## src/common/mcf_pkg.sv

```systemverilog
package mcf_pkg;

	// ----------------------------------------------------------------
	// Register map
	// ----------------------------------------------------------------
	localparam int unsigned ADDR_W        = 8;
	localparam logic [7:0]  CTRL_OFF      = 8'h30;
	localparam logic [7:0]  STAT_OFF      = 8'h34;
	localparam logic [7:0]  PORT_OFF      = 8'h38;

	// ----------------------------------------------------------------
	// Control field positions and reset values
	// ----------------------------------------------------------------
	localparam int unsigned CTL_EN_BIT    = 0;
	localparam int unsigned CTL_FULL_IE   = 1;
	localparam int unsigned CTL_AFULL_IE  = 2;
	localparam int unsigned CTL_DMA_EN    = 3;
	localparam int unsigned CTL_UNDER_IE  = 4;
	localparam int unsigned CTL_OVER_IE   = 5;
	localparam int unsigned CTL_THR_LSB   = 8;
	localparam int unsigned CTL_8BIT      = 12;
	localparam logic [5:0]  CTL_IE_RST    = 6'h00;
	localparam logic [3:0]  THR_RST       = 4'h8;
	localparam logic        MODE8_RST     = 1'b0;

	// ----------------------------------------------------------------
	// Status field positions
	// ----------------------------------------------------------------
	localparam int unsigned STA_FULL      = 0;
	localparam int unsigned STA_AFULL     = 1;
	localparam int unsigned STA_UNDER     = 2;
	localparam int unsigned STA_OVER      = 3;

	// ----------------------------------------------------------------
	// Storage shape
	// ----------------------------------------------------------------
	localparam int unsigned SAMPLE_W      = 16;
	localparam int unsigned FIFO_DEPTH    = 16;
	localparam int unsigned LEVEL_W       = 5;

	typedef enum logic [0:0]
	{
		BUS_IDLE = 1'b0,
		BUS_ACK  = 1'b1
	} mcf_bus_state_t;

endpackage : mcf_pkg

```

## src/common/mcf_fifo_if.sv

```systemverilog
`timescale 1ns/1ps
interface mcf_fifo_if #(
	parameter int unsigned WIDTH   = 16,
	parameter int unsigned LEVEL_W = 5
);
	logic               push_valid;
	logic               push_ready;
	logic [WIDTH-1:0]   push_data;
	logic               pop_valid;
	logic               pop_ready;
	logic [WIDTH-1:0]   pop_data;
	logic [LEVEL_W-1:0] level;

	modport store
	(
		input  push_valid,
		output push_ready,
		input  push_data,
		output pop_valid,
		input  pop_ready,
		output pop_data,
		output level
	);

	modport user
	(
		output push_valid,
		input  push_ready,
		output push_data,
		input  pop_valid,
		output pop_ready,
		input  pop_data,
		input  level
	);

endinterface : mcf_fifo_if

```

## src/hdl/mcf_ctrl.sv

```systemverilog
`timescale 1ns/1ps
// What this block does
// - 8-bit mode reads truncated unsigned samples
// - Almost-full when level reaches threshold field, a field of 0 meaning 16
// - Bit 5 gates overrun interrupt
// - Bit 4 gates underrun interrupt
// - Bit 3 gates almost-full DMA request
// - Bit 2 gates almost-full interrupt
// - Bit 1 gates full interrupt
// - Bit 0 enables FIFO, reset disabled
// - Sticky overrun on slot sample when full
// - Sticky underrun on port read when empty
// - Status bit 1 shows live almost-full
// - Status bit 0 shows live full
module mcf_ctrl
(
	// Clock and reset
	input  wire logic        clk_i,
	input  wire logic        rst_n_i,
	// Avalon-MM slave
	input  wire logic [7:0]  avs_address_i,
	input  wire logic        avs_read_i,
	input  wire logic        avs_write_i,
	input  wire logic [31:0] avs_writedata_i,
	input  wire logic [3:0]  avs_byteenable_i,
	output logic      [31:0] avs_readdata_o,
	output logic             avs_waitrequest_o,
	// Receive slot 6 samples from the serial audio link
	input  wire logic        slot6_valid_i,
	input  wire logic [15:0] slot6_data_i,
	output logic             slot6_ready_o,
	// System requests
	output logic             irq_o,
	output logic             dma_req_o
);

	// ----------------------------------------------------------------
	// Helpers
	// ----------------------------------------------------------------
	function automatic logic [4:0] thr_decode(input logic [3:0] field);
		thr_decode = (field == 4'h0) ? 5'h10 : {1'b0, field};
	endfunction : thr_decode

	function automatic logic reg_hit(input logic [7:0] addr, input logic [7:0] offset);
		reg_hit = (addr == offset);
	endfunction : reg_hit

	function automatic logic sticky_next(input logic cur, input logic set, input logic clr);
		sticky_next = set || (cur && !clr);
	endfunction : sticky_next

	function automatic logic [31:0] port_format(input logic [15:0] smp, input logic mode8);
		if (mode8)
		begin
			port_format = {24'h000000, ~smp[15], smp[14:8]};
		end
		else
		begin
			port_format = {16'h0000, smp};
		end
	endfunction : port_format

	// ----------------------------------------------------------------
	// State
	// ----------------------------------------------------------------
	mcf_pkg::mcf_bus_state_t bus_state_q;
	mcf_pkg::mcf_bus_state_t bus_state_d;

	logic        fifo_en_q;
	logic        full_ie_q;
	logic        afull_ie_q;
	logic        dma_en_q;
	logic        under_ie_q;
	logic        over_ie_q;
	logic [3:0]  thr_q;
	logic        mode8_q;
	logic        over_q;
	logic        under_q;
	logic [31:0] rdata_q;
	logic        wait_q;
	logic        irq_q;
	logic        dma_q;
	logic        ready_q;

	// ----------------------------------------------------------------
	// Sample store
	// ----------------------------------------------------------------
	mcf_fifo_if #(
		.WIDTH   (mcf_pkg::SAMPLE_W),
		.LEVEL_W (mcf_pkg::LEVEL_W)
	) fifo_bus ();

	mcf_fifo #(
		.WIDTH   (mcf_pkg::SAMPLE_W),
		.DEPTH   (mcf_pkg::FIFO_DEPTH),
		.LEVEL_W (mcf_pkg::LEVEL_W)
	) u_fifo (
		.clk_i   (clk_i),
		.rst_n_i (rst_n_i),
		.f       (fifo_bus.store)
	);

	// ----------------------------------------------------------------
	// Decode
	// ----------------------------------------------------------------
	wire         req         = avs_read_i || avs_write_i;
	wire         accept      = (bus_state_q == mcf_pkg::BUS_ACK) && req;
	wire         sel_ctrl    = reg_hit(avs_address_i, mcf_pkg::CTRL_OFF);
	wire         sel_stat    = reg_hit(avs_address_i, mcf_pkg::STAT_OFF);
	wire         sel_port    = reg_hit(avs_address_i, mcf_pkg::PORT_OFF);
	wire         wr_ctrl     = accept && avs_write_i && sel_ctrl;
	wire         wr_stat     = accept && avs_write_i && sel_stat;
	wire         rd_port     = accept && avs_read_i && sel_port;
	wire [4:0]   level       = fifo_bus.level;
	wire         is_full     = !fifo_bus.push_ready;
	wire         is_empty    = !fifo_bus.pop_valid;
	wire         is_afull    = (level >= thr_decode(thr_q));
	wire         slot_in     = slot6_valid_i && fifo_en_q;
	wire         over_evt    = slot_in && is_full;
	wire         under_evt   = rd_port && is_empty;
	wire         clr_over    = wr_stat && avs_byteenable_i[0]
	                           && avs_writedata_i[mcf_pkg::STA_OVER];
	wire         clr_under   = wr_stat && avs_byteenable_i[0]
	                           && avs_writedata_i[mcf_pkg::STA_UNDER];

	assign fifo_bus.push_valid = slot_in;
	assign fifo_bus.push_data  = slot6_data_i;
	assign fifo_bus.pop_ready  = rd_port;

	// ----------------------------------------------------------------
	// Read mux
	// ----------------------------------------------------------------
	wire [5:0]  ctrl_lo;
	wire [3:0]  stat_lo;
	assign ctrl_lo[mcf_pkg::CTL_EN_BIT]   = fifo_en_q;
	assign ctrl_lo[mcf_pkg::CTL_FULL_IE]  = full_ie_q;
	assign ctrl_lo[mcf_pkg::CTL_AFULL_IE] = afull_ie_q;
	assign ctrl_lo[mcf_pkg::CTL_DMA_EN]   = dma_en_q;
	assign ctrl_lo[mcf_pkg::CTL_UNDER_IE] = under_ie_q;
	assign ctrl_lo[mcf_pkg::CTL_OVER_IE]  = over_ie_q;
	assign stat_lo[mcf_pkg::STA_FULL]     = is_full;
	assign stat_lo[mcf_pkg::STA_AFULL]    = is_afull;
	assign stat_lo[mcf_pkg::STA_UNDER]    = under_q;
	assign stat_lo[mcf_pkg::STA_OVER]     = over_q;
	wire [31:0] ctrl_word = {19'h00000, mode8_q, thr_q, 2'b00, ctrl_lo};
	wire [31:0] stat_word = {28'h0000000, stat_lo};
	wire [31:0] port_word = is_empty ? 32'h00000000
	                                 : port_format(fifo_bus.pop_data, mode8_q);
	wire [31:0] rd_mux    = sel_ctrl ? ctrl_word :
	                        sel_stat ? stat_word :
	                        sel_port ? port_word : 32'h00000000;

	// ----------------------------------------------------------------
	// Bus handshake: one wait cycle, then accept
	// ----------------------------------------------------------------
	always_comb
	begin
		bus_state_d = bus_state_q;
		unique case (bus_state_q)
			mcf_pkg::BUS_IDLE:
			begin
				if (req)
				begin
					bus_state_d = mcf_pkg::BUS_ACK;
				end
			end
			mcf_pkg::BUS_ACK:
			begin
				bus_state_d = mcf_pkg::BUS_IDLE;
			end
		endcase
	end

	always_ff @(posedge clk_i or negedge rst_n_i)
	begin
		if (!rst_n_i)
		begin
			bus_state_q <= mcf_pkg::BUS_IDLE;
		end
		else
		begin
			bus_state_q <= bus_state_d;
		end
	end

	// ----------------------------------------------------------------
	// Wait and read data
	// ----------------------------------------------------------------
	wire         bus_start   = (bus_state_q == mcf_pkg::BUS_IDLE) && req;
	wire         rd_take     = (bus_state_q == mcf_pkg::BUS_IDLE) && avs_read_i;
	wire         wait_d      = !bus_start;
	wire [31:0]  rdata_d     = rd_take ? rd_mux : rdata_q;

	// Low only in the cycle before the accepting edge
	always_ff @(posedge clk_i or negedge rst_n_i)
	begin
		if (!rst_n_i)
		begin
			wait_q <= 1'b1;
		end
		else
		begin
			wait_q <= wait_d;
		end
	end

	// Snapshot stands until the next read
	always_ff @(posedge clk_i or negedge rst_n_i)
	begin
		if (!rst_n_i)
		begin
			rdata_q <= 32'h00000000;
		end
		else
		begin
			rdata_q <= rdata_d;
		end
	end

	// ----------------------------------------------------------------
	// Control register
	// ----------------------------------------------------------------
	wire         wr_ctrl_lo  = wr_ctrl && avs_byteenable_i[0];
	wire         wr_ctrl_hi  = wr_ctrl && avs_byteenable_i[1];

	always_ff @(posedge clk_i or negedge rst_n_i)
	begin
		if (!rst_n_i)
		begin
			{over_ie_q, under_ie_q, dma_en_q,
			 afull_ie_q, full_ie_q, fifo_en_q} <= mcf_pkg::CTL_IE_RST;
		end
		else if (wr_ctrl_lo)
		begin
			fifo_en_q  <= avs_writedata_i[mcf_pkg::CTL_EN_BIT];
			full_ie_q  <= avs_writedata_i[mcf_pkg::CTL_FULL_IE];
			afull_ie_q <= avs_writedata_i[mcf_pkg::CTL_AFULL_IE];
			dma_en_q   <= avs_writedata_i[mcf_pkg::CTL_DMA_EN];
			under_ie_q <= avs_writedata_i[mcf_pkg::CTL_UNDER_IE];
			over_ie_q  <= avs_writedata_i[mcf_pkg::CTL_OVER_IE];
		end
	end

	always_ff @(posedge clk_i or negedge rst_n_i)
	begin
		if (!rst_n_i)
		begin
			thr_q   <= mcf_pkg::THR_RST;
			mode8_q <= mcf_pkg::MODE8_RST;
		end
		else if (wr_ctrl_hi)
		begin
			thr_q   <= avs_writedata_i[mcf_pkg::CTL_THR_LSB +: 4];
			mode8_q <= avs_writedata_i[mcf_pkg::CTL_8BIT];
		end
	end

	// ----------------------------------------------------------------
	// Sticky errors, set beats clear
	// ----------------------------------------------------------------
	wire         over_d      = sticky_next(over_q, over_evt, clr_over);
	wire         under_d     = sticky_next(under_q, under_evt, clr_under);

	always_ff @(posedge clk_i or negedge rst_n_i)
	begin
		if (!rst_n_i)
		begin
			over_q <= 1'b0;
		end
		else
		begin
			over_q <= over_d;
		end
	end

	always_ff @(posedge clk_i or negedge rst_n_i)
	begin
		if (!rst_n_i)
		begin
			under_q <= 1'b0;
		end
		else
		begin
			under_q <= under_d;
		end
	end

	// ----------------------------------------------------------------
	// Interrupt and DMA requests
	// ----------------------------------------------------------------
	wire         irq_full    = is_full && full_ie_q;
	wire         irq_afull   = is_afull && afull_ie_q;
	wire         irq_over    = over_q && over_ie_q;
	wire         irq_under   = under_q && under_ie_q;
	wire         irq_d       = irq_full || irq_afull || irq_over || irq_under;
	wire         dma_d       = fifo_en_q && dma_en_q && is_afull;

	always_ff @(posedge clk_i or negedge rst_n_i)
	begin
		if (!rst_n_i)
		begin
			irq_q <= 1'b0;
		end
		else
		begin
			irq_q <= irq_d;
		end
	end

	always_ff @(posedge clk_i or negedge rst_n_i)
	begin
		if (!rst_n_i)
		begin
			dma_q <= 1'b0;
		end
		else
		begin
			dma_q <= dma_d;
		end
	end

	// ----------------------------------------------------------------
	// Link ready
	// ----------------------------------------------------------------
	wire         ready_d     = fifo_en_q && !is_full;

	always_ff @(posedge clk_i or negedge rst_n_i)
	begin
		if (!rst_n_i)
		begin
			ready_q <= 1'b0;
		end
		else
		begin
			ready_q <= ready_d;
		end
	end

	assign avs_readdata_o    = rdata_q;
	assign avs_waitrequest_o = wait_q;
	assign slot6_ready_o     = ready_q;
	assign irq_o             = irq_q;
	assign dma_req_o         = dma_q;

endmodule : mcf_ctrl

```

## src/hdl/mcf_fifo.sv

```systemverilog
`timescale 1ns/1ps
module mcf_fifo #(
	parameter int unsigned WIDTH   = 16,
	parameter int unsigned DEPTH   = 16,
	parameter int unsigned LEVEL_W = 5
)
(
	// Clock and reset
	input  wire logic clk_i,
	input  wire logic rst_n_i,
	// Both sides
	mcf_fifo_if.store f
);
	localparam int unsigned PTR_W = $clog2(DEPTH);

	logic [WIDTH-1:0]   mem_q [DEPTH];
	logic [PTR_W-1:0]   wr_ptr_q;
	logic [PTR_W-1:0]   rd_ptr_q;
	logic [LEVEL_W-1:0] level_q;
	wire                do_push;
	wire                do_pop;

	assign f.push_ready = (level_q != LEVEL_W'(DEPTH));
	assign f.pop_valid  = (level_q != '0);
	assign f.pop_data   = mem_q[rd_ptr_q];
	assign f.level      = level_q;
	assign do_push      = f.push_valid && f.push_ready;
	assign do_pop       = f.pop_ready && f.pop_valid;

	always_ff @(posedge clk_i)
	begin
		if (do_push)
		begin
			mem_q[wr_ptr_q] <= f.push_data;
		end
	end

	always_ff @(posedge clk_i or negedge rst_n_i)
	begin
		if (!rst_n_i)
		begin
			wr_ptr_q <= '0;
			rd_ptr_q <= '0;
			level_q  <= '0;
		end
		else
		begin
			if (do_push)
			begin
				wr_ptr_q <= PTR_W'(wr_ptr_q + 1'b1);
			end
			if (do_pop)
			begin
				rd_ptr_q <= PTR_W'(rd_ptr_q + 1'b1);
			end
			if (do_push && !do_pop)
			begin
				level_q <= LEVEL_W'(level_q + 1'b1);
			end
			else if (do_pop && !do_push)
			begin
				level_q <= LEVEL_W'(level_q - 1'b1);
			end
		end
	end

endmodule : mcf_fifo

```

## config.mk

```make
export PLATFORM = sky130hd
export DESIGN_NAME = mcf_ctrl
export DESIGN_NICKNAME = d
export VERILOG_FILES = /design/src/common/mcf_pkg.sv /design/src/common/mcf_fifo_if.sv /design/src/hdl/mcf_ctrl.sv /design/src/hdl/mcf_fifo.sv
export SDC_FILE = /design/constraint.sdc
export NUM_CORES = 1
export LEC_CHECK = 0
export BUFFER_PORTS_ARGS = -buffer_cell sky130_fd_sc_hd__buf_2
export CAP_MARGIN = 20
export CORE_MARGIN = 3
export CORE_UTILIZATION = 59
export CTS_CLUSTER_DIAMETER = 120
export DETAILED_ROUTE_END_ITERATION = 8
export GPL_ROUTABILITY_DRIVEN = 0
export PLACE_DENSITY_LB_ADDON = 0.08
export SLEW_MARGIN = 20
export SYNTH_ARGS = -nofsm -noshare
export SYNTH_HDL_FRONTEND = slang
export SYNTH_SLANG_ARGS = --single-unit
```

## constraint.sdc

```tcl
create_clock -name clk_i -period 3.7 [get_ports clk_i]
set_clock_uncertainty 0.1 [all_clocks]
set_input_delay 0.925 -clock clk_i [delete_from_list [all_inputs] [get_ports clk_i]]
set_output_delay 0.925 -clock clk_i [all_outputs]
set_load 0.02 [all_outputs]
```

==> key figures, run 1 <==
Power
  • VDD IR max: 0.5704 mV
  • LEAKAGE: 4.893 nW
  • Comb pwr share: 0.049
  • Sw frac: 0.2066
  • Sequential share of power: 0.527
  • Total chip power: 7.206 mW
  • Sw Pwr: 1.489 mW
  • Clock power frac: 0.424
  • Internal power: 5.717 mW
  • Pwr Density: 511.2 nW/um2

Critical path
  • CP Max Fanout: 6
  • Worst path slowest cell: or4_1
  • R2r setup slk: 710 ps
  • CP startpoint: u_fifo.f.level[0]$_DFFE_PN0P_
  • Worst Path Arrival: 3320 ps
  • Critical Path, Cell by Cell: or4_1 > nor2_1 > nor3_1 > inv_1 > ha_1 > inv_1 > fa_1 > a21o_1 > a21oi_1 > xnor2_1 > nor2_1 > xor2_1
  • Data required, critical path: 4030 ps
  • Worst reg2reg startpoint: u_fifo.f.level[0]$_DFFE_PN0P_
  • CP Class: register to register
  • Crit start category: register
  • R2r worst-path depth: 12
  • Crit path buf inv count: 2
  • Worst Setup End Kind: register
  • CP delay by family, top: simple AND/OR/NAND/NOR gates
  • Crit. path cell count: 12
  • Max incr delay on CP: 600 ps

Cells and area
  • Ant. Diodes: 0
  • Fin nets: 834
  • FF+latch area: 8871 um2
  • Layout fillers: 1321
  • Multi-input gate area: 3232 um2
  • Layout cell share with drive strength beyond 1: 0.2909
  • Area growth syn-to-layout: 13.96%

Clock network
  • CTS resizes: 0
  • Clock sinks: 303
  • Hold bufs inserted after CTS: 0
  • Clock Tree Root: clkbuf_16
  • CTS tree: done
  • Clock Pin Slew Worst Setup and Hold Paths: 60 ps
  • CTS H-Tree Depth: 1
  • Worst skew pair latency: 550 ps
  • Clock tree buffer depth: 3
  • Post-CTS setup buffer count: 0
  • CTS Buf Count: 30

Floorplanning
  • Die height: 150.8 um
  • Die W: 150.8 um
  • Starting Density: 0.6055
  • Cell row count: 52
  • Area of the core: 20430 um2
  • Ports: 101
  • Die ar.: 22740 um2

Routing
  • Total wire length: 26.49 mm
  • DR pass1 iterations: 6
  • Initial DRC count: 563
  • ANT nets after route: 0
  • Routed wire per std cell: 25.30 um
  • Vias: 6507
  • Vias per cell: 6.215
  • Drt drc: 0

Global routing
  • Grt ovf: 0
  • Total GRT Usage: 0.2400
  • Initial antenna violation count: 1
  • Largest net degree at the start of global routing: 48
  • First-pass GRT wire length: 39.94 mm
  • Vias in the first global route: 6551

Logic synthesis
  • Most frequent cell after synthesis: edfxtp_1
  • Post-Syn Area per Cell: 18.71 um2
  • Post-synthesis register bit count: 303
  • Mapped Area: 12370 um2
  • Number of synthesized flops with an enable pin: 256
  • Mapped Cells: 661
  • Most frequent cells after synthesis: edfxtp_1, mux4_2, dfrtp_1
  • Async S/R FF share, synth: 0.1551
  • Register area share after synthesis: 0.7168
  • YS warnings: 0
  • Top cells by area, synth: edfxtp_1, mux4_2, dfrtp_1, mux2i_1, ha_1
  • Yosys top cell area share: 0.6215
  • Synth cell types: 58
  • Post-synth top area cell: edfxtp_1
  • Primary FF master, synth: edfxtp_1

STA
  • RSZ-0062 raised after global routing: no
  • Max Clk Rate: 334.8 MHz
  • Fin crit period: 2987 ps
  • Slew margin rel.: 0.3057
  • Total negative slack: 0 ps
  • Final Hold Viols: 0
  • Final setup violation count: 0
  • Period utilization: 0.8072
  • Final setup margin: 713.2 ps
  • Worst slew pin tran: 1041 ps
  • Final Slew Violations: 0

Status
  • Status: completed

Run
  • Max_cap viols: 0

Place
  • Port buffer count: 61
  • Detail Placement HPWL: 16.69 mm
  • Pre-CTS setup slack: 261.3 ps

Hold path
  • Hold Crit Class: primary input to asynchronous set/reset pin
==> per-stage QoR <==
| step | area (um2) | hold WS (ps) | utilization | cells |
|---|---|---|---|---|
| after floorplan | 12430 | 376.9 | - | 676 |
| after global placement | 13090 | 389.2 | 0.6409 | 992 |
| after detailed placement | 13090 | 393.2 | 0.6409 | 992 |
| after CTS | 14090 | 406.6 | 0.6899 | 1047 |
| after global routing | 14100 | 321.6 | 0.6900 | 1047 |
| final | 14100 | 279.2 | 0.6900 | 1047 |
==> cell usage in the layout, fill, tap and decap left out, types with 6 or more instances in the layout <==
cell type | synthesis | layout
mux4_2 | 65 | 65
dfrtp_1 | 45 | 43
mux2_2 | 13 | 13
nor2_1 | 25 | 25
buf_4 | 18 | 27
mux2i_1 | 20 | 20
a221oi_1 | 7 | 7
a22o_1 | 6 | 6
a21oi_1 | 15 | 15
xnor2_1 | 8 | 8
o21ai_0 | 10 | 10
ha_1 | 14 | 14
nor2b_1 | 6 | 6
clkbuf_1 | 15 | 8
conb_1 | 1 | 16
edfxtp_1 | 256 | 256
and2_1 | 15 | 15
clkbuf_16 | 0 | 30
buf_2 | 10 | 60
nand2_1 | 20 | 20
inv_1 | 14 | 14
==> final timing paths <==
path	endpoint
hold reg to reg	avs_readdata_o[13]$_DFFE_PN0P_
hold / removal	thr_q[1]$_DFFE_PN0P_
setup reg to reg	u_fifo.f.level[4]$_DFFE_PN0P_
setup / recovery	u_fifo.f.level[4]$_DFFE_PN0P_
min in group clk_i	avs_readdata_o[13]$_DFFE_PN0P_
max in group asynchronous	u_fifo.rd_ptr_q[0]$_DFFE_PN0P_
==> registers in the layout, indices dropped and copies added, names as in the netlist, 4 cells and up <==
| name | count |
|---|---|
| thr_q | 4 |
| u_fifo.f.level | 5 |
| u_fifo.mem_q | 256 |
| avs_readdata_o | 16 |
| u_fifo.wr_ptr_q | 4 |
| u_fifo.rd_ptr_q | 4 |
==> metal layers <==
| layer | vias up | GRT usage | wire (um) |
|---|---|---|---|
| li1 | 2809 | - | - |
| met1 | 3338 | 0.3463 | 10850 |
| met2 | 288 | 0.3825 | 12760 |
| met3 | 70 | 0.03980 | 2022 |
| met4 | 2 | 0.07933 | 848 |
| met5 | - | 0 | 7 |
==> kinds of logic (layout without fill, tap and decap cells) <==
| family | Yosys count | after routing | share of synthesized area |
|---|---|---|---|
| AO/OA/AOI/OAI | 74 | 74 | 0.04410 |
| multiplexers | 98 | 98 | 0.1464 |
| buffers and inverters | 60 | 161 | 0.02650 |
| XOR/XNOR | 11 | 11 | 0.007789 |
| AND/OR/NAND/NOR | 99 | 99 | 0.04238 |
| adder cells (fa/ha/maj) | 15 | 15 | 0.01578 |
| flip-flops | 303 | 303 | 0.7168 |
| other | 1 | 16 | 0.0003032 |
==> cell type report <==
class / count / area share
clock inverters: 17 / 0.01553
multi-input cells: 313 / 0.2293
flip-flops and latches: 303 / 0.6293
well taps: 270 / 0.02397
clock buffers: 38 / 0.05539
repair buffers: 92 / 0.04278
inverters: 14 / 0.003728
==> power by group through the flow <==
stage | Combinational (mW) | Clock (mW) | Sequential (mW)
floorplan | 0.204 | 0 | 3.88
global placement | 0.332 | 0 | 3.86
detailed placement | 0.353 | 0 | 3.87
CTS | 0.356 | 3.11 | 3.80
global route | 0.393 | 3.24 | 3.80
finish | 0.353 | 3.06 | 3.80
No activity file was read; power rests on OpenSTA's default activity.
==> run 2, diff against run 1 <==
--- a/config.mk
+++ b/config.mk
@@ -5,10 +5,11 @@
 export SDC_FILE = /design/constraint.sdc
 export NUM_CORES = 1
 export LEC_CHECK = 0
+export ABC_AREA = 1
 export BUFFER_PORTS_ARGS = -buffer_cell sky130_fd_sc_hd__buf_2
 export CAP_MARGIN = 20
 export CORE_MARGIN = 3
-export CORE_UTILIZATION = 59
+export CORE_UTILIZATION = 60
 export CTS_CLUSTER_DIAMETER = 120
 export DETAILED_ROUTE_END_ITERATION = 8
 export GPL_ROUTABILITY_DRIVEN = 0
==> constraint.sdc (replaced) <==
create_clock -name clk_i -period 2.9 [get_ports clk_i]
set_clock_uncertainty 0.1 [all_clocks]
set_input_delay 0.725 -clock clk_i [delete_from_list [all_inputs] [get_ports clk_i]]
set_output_delay 0.725 -clock clk_i [all_outputs]
set_load 0.02 [all_outputs]
==> run 2 against run 1 <==
Core utilization increased by 0.88 points. Routed wire length increased by 14%. Final cell count increased by 48%. Die area increased by 3.2%. Count of clock-buffer cells in the layout unchanged. Critical path depth increased by 2. Area after synthesis increased by 5.1%. Clock power increased by 25%. Sequential power increased by 41%. Highest routed layer is now met4. Non-clock buffer count increased by 24. Setup slack got worse by 480 ps. Fmax increased by 12%.
==> key figures, run 2 <==
Status
  • Status: completed

Floorplanning
  • Die ar.: 23460 um2
  • Starting Density: 0.6144
  • Cell row count: 53
  • Ports: 101
  • Die height: 153.2 um
  • Area of the core: 21150 um2
  • Die W: 153.2 um

Clock network
  • Worst skew pair latency: 540 ps
  • Clock sinks: 303
  • Clock Tree Root: clkbuf_16
  • CTS Buf Count: 30
  • CTS tree: done
  • Clock tree buffer depth: 3
  • Post-CTS setup buffer count: 0
  • Clock Pin Slew Worst Setup and Hold Paths: 60 ps
  • CTS H-Tree Depth: 1

Cells and area
  • FF+latch area: 8874 um2
  • Max reg flops: 256
  • Multi-input gate area: 3468 um2
  • Non-Filler Instances: 1553
  • Fin nets: 1334
  • Area growth syn-to-layout: 13.73%
  • Largest register by flop count: u_fifo.mem_q
  • Ant. Diodes: 0
  • Post-layout util: 0.6988
  • Commonest non-fill, non-tap cell in the layout: edfxtp_1
  • Most frequent cells in the layout: edfxtp_1, nand2_1, nor2_1
  • Layout fillers: 1548
  • Layout cell share with drive strength beyond 1: 0.1573

Critical path
  • Crit path buf inv count: 2
  • Critical Path, Cell by Cell: nor2_1 > nand4_1 > nand3_1 > ha_1 > inv_1 > buf_4 > fa_1 > a21oi_1 > nor2_1 > nor2_1 > nand2_1 > nand2_1 > nor2_1 > xor2_1
  • Worst R2R End: u_fifo.f.level[4]$_DFFE_PN0P_
  • Worst path slowest cell: dfrtp_2
  • Max incr delay on CP: 450 ps
  • Worst Path Arrival: 3000 ps
  • Worst Setup End Kind: register
  • Worst reg2reg startpoint: u_fifo.f.level[0]$_DFFE_PN0P_
  • CP startpoint: u_fifo.f.level[0]$_DFFE_PN0P_
  • CP Class: register to register
  • CP Max Fanout: 5
  • Worst Setup EP: u_fifo.f.level[4]$_DFFE_PN0P_
  • Crit start category: register
  • CP delay by family, top: simple AND/OR/NAND/NOR gates
  • Worst path most repeated cell: nor2_1
  • R2r setup slk: 230 ps
  • Crit. path cell count: 14
  • R2r worst-path depth: 14
  • Data required, critical path: 3230 ps

Routing
  • Drt drc: 0
  • Total wire length: 30.15 mm
  • Initial DRC count: 644
  • Vias per cell: 5.639
  • ANT nets after route: 0
  • DR pass1 iterations: 5
  • Vias: 8758
  • Routed wire per std cell: 19.42 um

Logic synthesis
  • Async S/R FF share, synth: 0.1551
  • Number of synthesized flops with an enable pin: 256
  • Most frequent cell after synthesis: edfxtp_1
  • Mapped Cells: 1164
  • Top cells by area, synth: edfxtp_1, dfrtp_1, nor2_1, nand2_1, nand3_1
  • Register area share after synthesis: 0.6821
  • Post-Syn Area per Cell: 11.17 um2
  • Mapped Area: 13000 um2
  • YS warnings: 0
  • Most frequent cells after synthesis: edfxtp_1, nor2_1, nand2_1
  • Yosys top cell area share: 0.5915
  • Synth cell types: 39
  • Primary FF master, synth: edfxtp_1
  • Post-synth top area cell: edfxtp_1
  • Post-synthesis register bit count: 303

Place
  • Detail Placement HPWL: 17.99 mm
  • Port buffer count: 61
  • Placed insts: 1496
  • Pre-CTS setup slack: -141.6 ps

Power
  • VDD IR max: 0.6690 mV
  • Pwr Density: 726.5 nW/um2
  • LEAKAGE: 5.784 nW

STA
  • Worst slew pin tran: 858.4 ps
  • Final setup margin: 232.3 ps
  • RSZ-0062 raised after global routing: no
  • Slew margin rel.: 0.4271
  • Fin crit period: 2668 ps
  • Final setup violation count: 0
  • Final Hold Viols: 0
  • Final Slew Violations: 0
  • Period utilization: 0.9199
  • Max Clk Rate: 374.9 MHz
  • Total negative slack: 0 ps

Global routing
  • Met1 Use GR: 0.3562
  • Met2 usage in global routing: 0.4184
  • Grt ovf: 0
  • First-pass GRT wire length: 46.78 mm
  • Largest net degree at the start of global routing: 102
  • Vias in the first global route: 8489
  • Total GRT Usage: 0.2549
  • Met3 track demand over resource: 0.03454
  • GR peak layer: met2
  • Initial antenna violation count: 0

Run
  • Max_cap viols: 0

Hold path
  • Hold Crit Class: primary input to register
run 2: cell types whose count changed in the layout (fill, tap and decap cells not counted), moves of 15 or more:
cell,before,now
mux4_2,65,0
o211ai_1,2,21
nand2_1,20,192
o21ai_0,10,96
a21oi_1,15,40
and2_1,15,0
inv_1,14,76
buf_4,27,47
nor2_1,25,183
mux2i_1,20,0
nand3_1,3,96
nor2_2,1,18
run 2: final cells by class:
cell class              count  area share
multi-input cells         722      0.2346
inverters                  81     0.02065
clock buffers              38     0.05561
repair buffers            116     0.05468
well taps                 275     0.02328
clock inverters            18     0.01083
flip-flops and latches    303      0.6003
run 2: report_power, final:
part	total, mW	internal (mW)	switching [mW]	leakage (nW)
combinational	1.53	0.471	1.06	2.42
clock	3.84	2.26	1.58	0.487
sequential	5.36	5.20	0.164	2.88
total	10.7	7.93	2.81	5.78
run 2: how the worst min path moves through the flow:
stage,startpoint,to,depth (start not counted)
floorplan,rst_n_i,afull_ie_q$_DFFE_PN0P_,0
global placement,avs_readdata_o[15]$_DFFE_PN0P_,avs_readdata_o[15]$_DFFE_PN0P_,2
detailed placement,avs_readdata_o[14]$_DFFE_PN0P_,avs_readdata_o[14]$_DFFE_PN0P_,2
CTS,avs_write_i,avs_waitrequest_o$_DFF_PN1_,2
global route,avs_write_i,avs_waitrequest_o$_DFF_PN1_,2
finish,avs_write_i,avs_waitrequest_o$_DFF_PN1_,2
run 2: layer usage:
layer  share of wire  vias up
met5               0        -
met4           0.033        0
met3           0.060       60
met2            0.48      310
met1            0.42     4229
li1                -     4159
run 2: worst reg2reg max path, stage by stage, from the launching register on:
cell and delay, ps:
dfrtp_2 450, nor2_1 160, nand4_1 180, nand3_1 170, ha_1 180, inv_1 90, buf_4 150, fa_1 400
a21oi_1 160, nor2_1 60, nor2_1 150, nand2_1 70, nand2_1 60, nor2_1 50, xor2_1 130
run 2: per-stage QoR:
| step | cell area, um2 | hold slack [ps] | total power [mW] |
|---|---|---|---|
| finish | 14780 | 283.1 | 10.74 |
| global route | 14780 | 312.4 | 11.18 |
| CTS | 14780 | 278.7 | 10.78 |
| detailed placement | 13780 | 362.3 | 6.978 |
| global placement | 13780 | 363.3 | 6.920 |
| floorplan | 13050 | 329.4 | 6.344 |
run 2: cell families after synthesis:
| family | count (synthesis) | synth area share |
|---|---|---|
| compound gates | 177 | 0.07672 |
| xor+xnor | 8 | 0.005391 |
| fa+ha+maj | 15 | 0.01502 |
| buf+inv | 154 | 0.05863 |
| flops | 303 | 0.6821 |
| other cells | 1 | 0.0002885 |
| simple gates | 506 | 0.1618 |
run 2: what timing repair did:
item	CTS	global route
hold buffers	1	0
resized for setup	0	3
endpoints found under the setup margin	0	1
endpoints found under the hold margin	13	0
==> run 3, diff against run 2 <==
--- a/config.mk
+++ b/config.mk
@@ -9,7 +9,7 @@
 export BUFFER_PORTS_ARGS = -buffer_cell sky130_fd_sc_hd__buf_2
 export CAP_MARGIN = 20
 export CORE_MARGIN = 3
-export CORE_UTILIZATION = 60
+export CORE_UTILIZATION = 45
 export CTS_CLUSTER_DIAMETER = 120
 export DETAILED_ROUTE_END_ITERATION = 8
 export GPL_ROUTABILITY_DRIVEN = 0
==> run 3 against run 2 <==
Count of clock-buffer cells in the layout fell by 1. Final cell count increased by 7.2%. Via count decreased by 0.94%. Worst hold slack got worse by 130 ps. Clock power is 7.3% higher. Critical endpoint unchanged. Highest routed layer unchanged.
==> key figures, run 3 (synthesized netlist as in run 2, its figures left out) <==
STA
  • Final Slew Violations: 0
  • Max Clk Rate: 384.6 MHz
  • Worst slew pin tran: 722.8 ps
  • Final setup margin: 300.0 ps
  • Slew margin rel.: 0.5181
  • Period utilization: 0.8966
  • RSZ-0062 raised after global routing: no
  • Fin crit period: 2600 ps
  • Final Hold Viols: 0
  • Final setup violation count: 0
  • Total negative slack: 0 ps

Clock network
  • CTS tree: done
  • Clock sinks: 303
  • Clock tree buffer depth: 3
  • Clock Pin Slew Worst Setup and Hold Paths: 60 ps
  • CTS Buf Count: 34
  • Clock Tree Root: clkbuf_16
  • Worst skew pair latency: 520 ps
  • Post-CTS setup buffer count: 0
  • CTS H-Tree Depth: 2

Cells and area
  • Commonest non-fill, non-tap cell in the layout: edfxtp_1
  • Most frequent cells in the layout: edfxtp_1, nand2_1, nor2_1
  • Non-Filler Instances: 1665
  • Layout fillers: 2467
  • Largest register by flop count: u_fifo.mem_q
  • Fin nets: 1343
  • Area growth syn-to-layout: 15.60%
  • Layout cell share with drive strength beyond 1: 0.1616
  • Ant. Diodes: 0
  • Post-layout util: 0.5350
  • Max reg flops: 256

Routing
  • Routed wire per std cell: 19.31 um
  • Vias: 8676
  • Drt drc: 0
  • Total wire length: 32.16 mm
  • ANT nets after route: 0
  • Initial DRC count: 723
  • DR pass1 iterations: 5
  • Vias per cell: 5.211

Place
  • Port buffer count: 61
  • Placed insts: 1605
  • Detail Placement HPWL: 19.11 mm
  • Pre-CTS setup slack: -74.31 ps

Global routing
  • Initial antenna violation count: 0
  • Grt ovf: 0
  • Largest net degree at the start of global routing: 80
  • Vias in the first global route: 8286
  • Total GRT Usage: 0.2074
  • First-pass GRT wire length: 49.24 mm

Critical path
  • Crit path buf inv count: 4
  • CP Max Fanout: 5
  • Max incr delay on CP: 450 ps
  • Worst Path Arrival: 2880 ps
  • CP delay by family, top: simple AND/OR/NAND/NOR gates
  • Critical Path, Cell by Cell: nor2_2 > nand3_1 > nor2_2 > inv_1 > nand2_1 > inv_2 > ha_1 > inv_1 > buf_4 > fa_1 > a21oi_1 > nor2_1 > nor2_1 > nand2_1 > nand2_1 > nor2_1 > xor2_1
  • CP Class: register to register
  • Crit start category: register
  • Data required, critical path: 3180 ps
  • Worst path slowest cell: dfrtp_1
  • Worst Setup End Kind: register

Power
  • VDD IR max: 0.5623 mV
  • Total chip power: 11.05 mW
  • LEAKAGE: 5.839 nW
  • Pwr Density: 735.5 nW/um2

Run
  • Max_cap viols: 0

Floorplanning
  • Die W: 176.0 um
  • Die ar.: 30960 um2
  • Ports: 101
  • Starting Density: 0.4628
  • Cell row count: 61
  • Die height: 176.0 um
  • Area of the core: 28090 um2

Hold path
  • Hold Crit Class: primary input to asynchronous set/reset pin

Status
  • Status: completed
run 3: timing repair:
| action | in CTS | in global routing |
|---|---|---|
| setup endpoints to repair | 0 | 2 |
| hold buffers | 0 | 0 |
| gates resized for setup | 0 | 2 |
run 3: worst paths after layout:
| kind | start | end | slack, ps | depth (start not counted) |
|---|---|---|---|---|
| max in group asynchronous | rst_n_i | thr_q[3]$_DFFE_PN1P_ | 1850 | 2 |
| max | u_fifo.f.level[1]$_DFFE_PN0P_ | u_fifo.f.level[4]$_DFFE_PN0P_ | 300 | 17 |
| min reg2reg | avs_readdata_o[15]$_DFFE_PN0P_ | avs_readdata_o[15]$_DFFE_PN0P_ | 380 | 2 |
| min | rst_n_i | u_fifo.wr_ptr_q[1]$_DFFE_PN0P_ | 160 | 1 |
| max reg2reg | u_fifo.f.level[1]$_DFFE_PN0P_ | u_fifo.f.level[4]$_DFFE_PN0P_ | 300 | 17 |
| min in group clk_i | avs_write_i | avs_waitrequest_o$_DFF_PN1_ | 340 | 2 |
run 3: cell type report:
| class | count | area (um2) | area share |
|---|---|---|---|
| flip-flops and latches | 303 | 8871 | 0.5904 |
| multi-input cells | 722 | 3471 | 0.2310 |
| clock buffers | 37 | 862.1 | 0.05737 |
| repair buffers | 121 | 843.3 | 0.05612 |
| well taps | 378 | 473.0 | 0.03148 |
| inverters | 81 | 305.3 | 0.02032 |
| clock inverters | 23 | 200.2 | 0.01332 |
run 3: per-layer routing:
layer | global-route usage | vias up | share of wire
met5 | 0 | - | 0
met4 | 0.04982 | 0 | 0.020
met3 | 0.03011 | 54 | 0.054
met2 | 0.3355 | 232 | 0.47
met1 | 0.2992 | 4222 | 0.46
li1 | - | 4168 | -
run 3: worst reg2reg max path: cells and delay by family (launching register included):
family,cells,cell delay (ps)
AOI/OAI and AO/OA,1,140
DFF,1,450
xor gates and xnor gates,1,130
and+or+nand+nor,9,670
buffers and inverters,4,420
adders and majority gates,2,570
run 3: power by group:
group	switching [mW]	total [mW]	internal, mW
Combinational	1.09	1.58	0.490
Clock	1.70	4.12	2.42
Sequential	0.153	5.35	5.20
run 3: per-stage QoR:
stage	hold slack (ps)	instance area, um2
2_1_floorplan	329.4	13050
3_3_place_gp	362.7	13960
3_5_place_dp	364.0	13960
4_1_cts	157.8	15020
5_1_grt	196.8	15030
6_report	157.1	15030
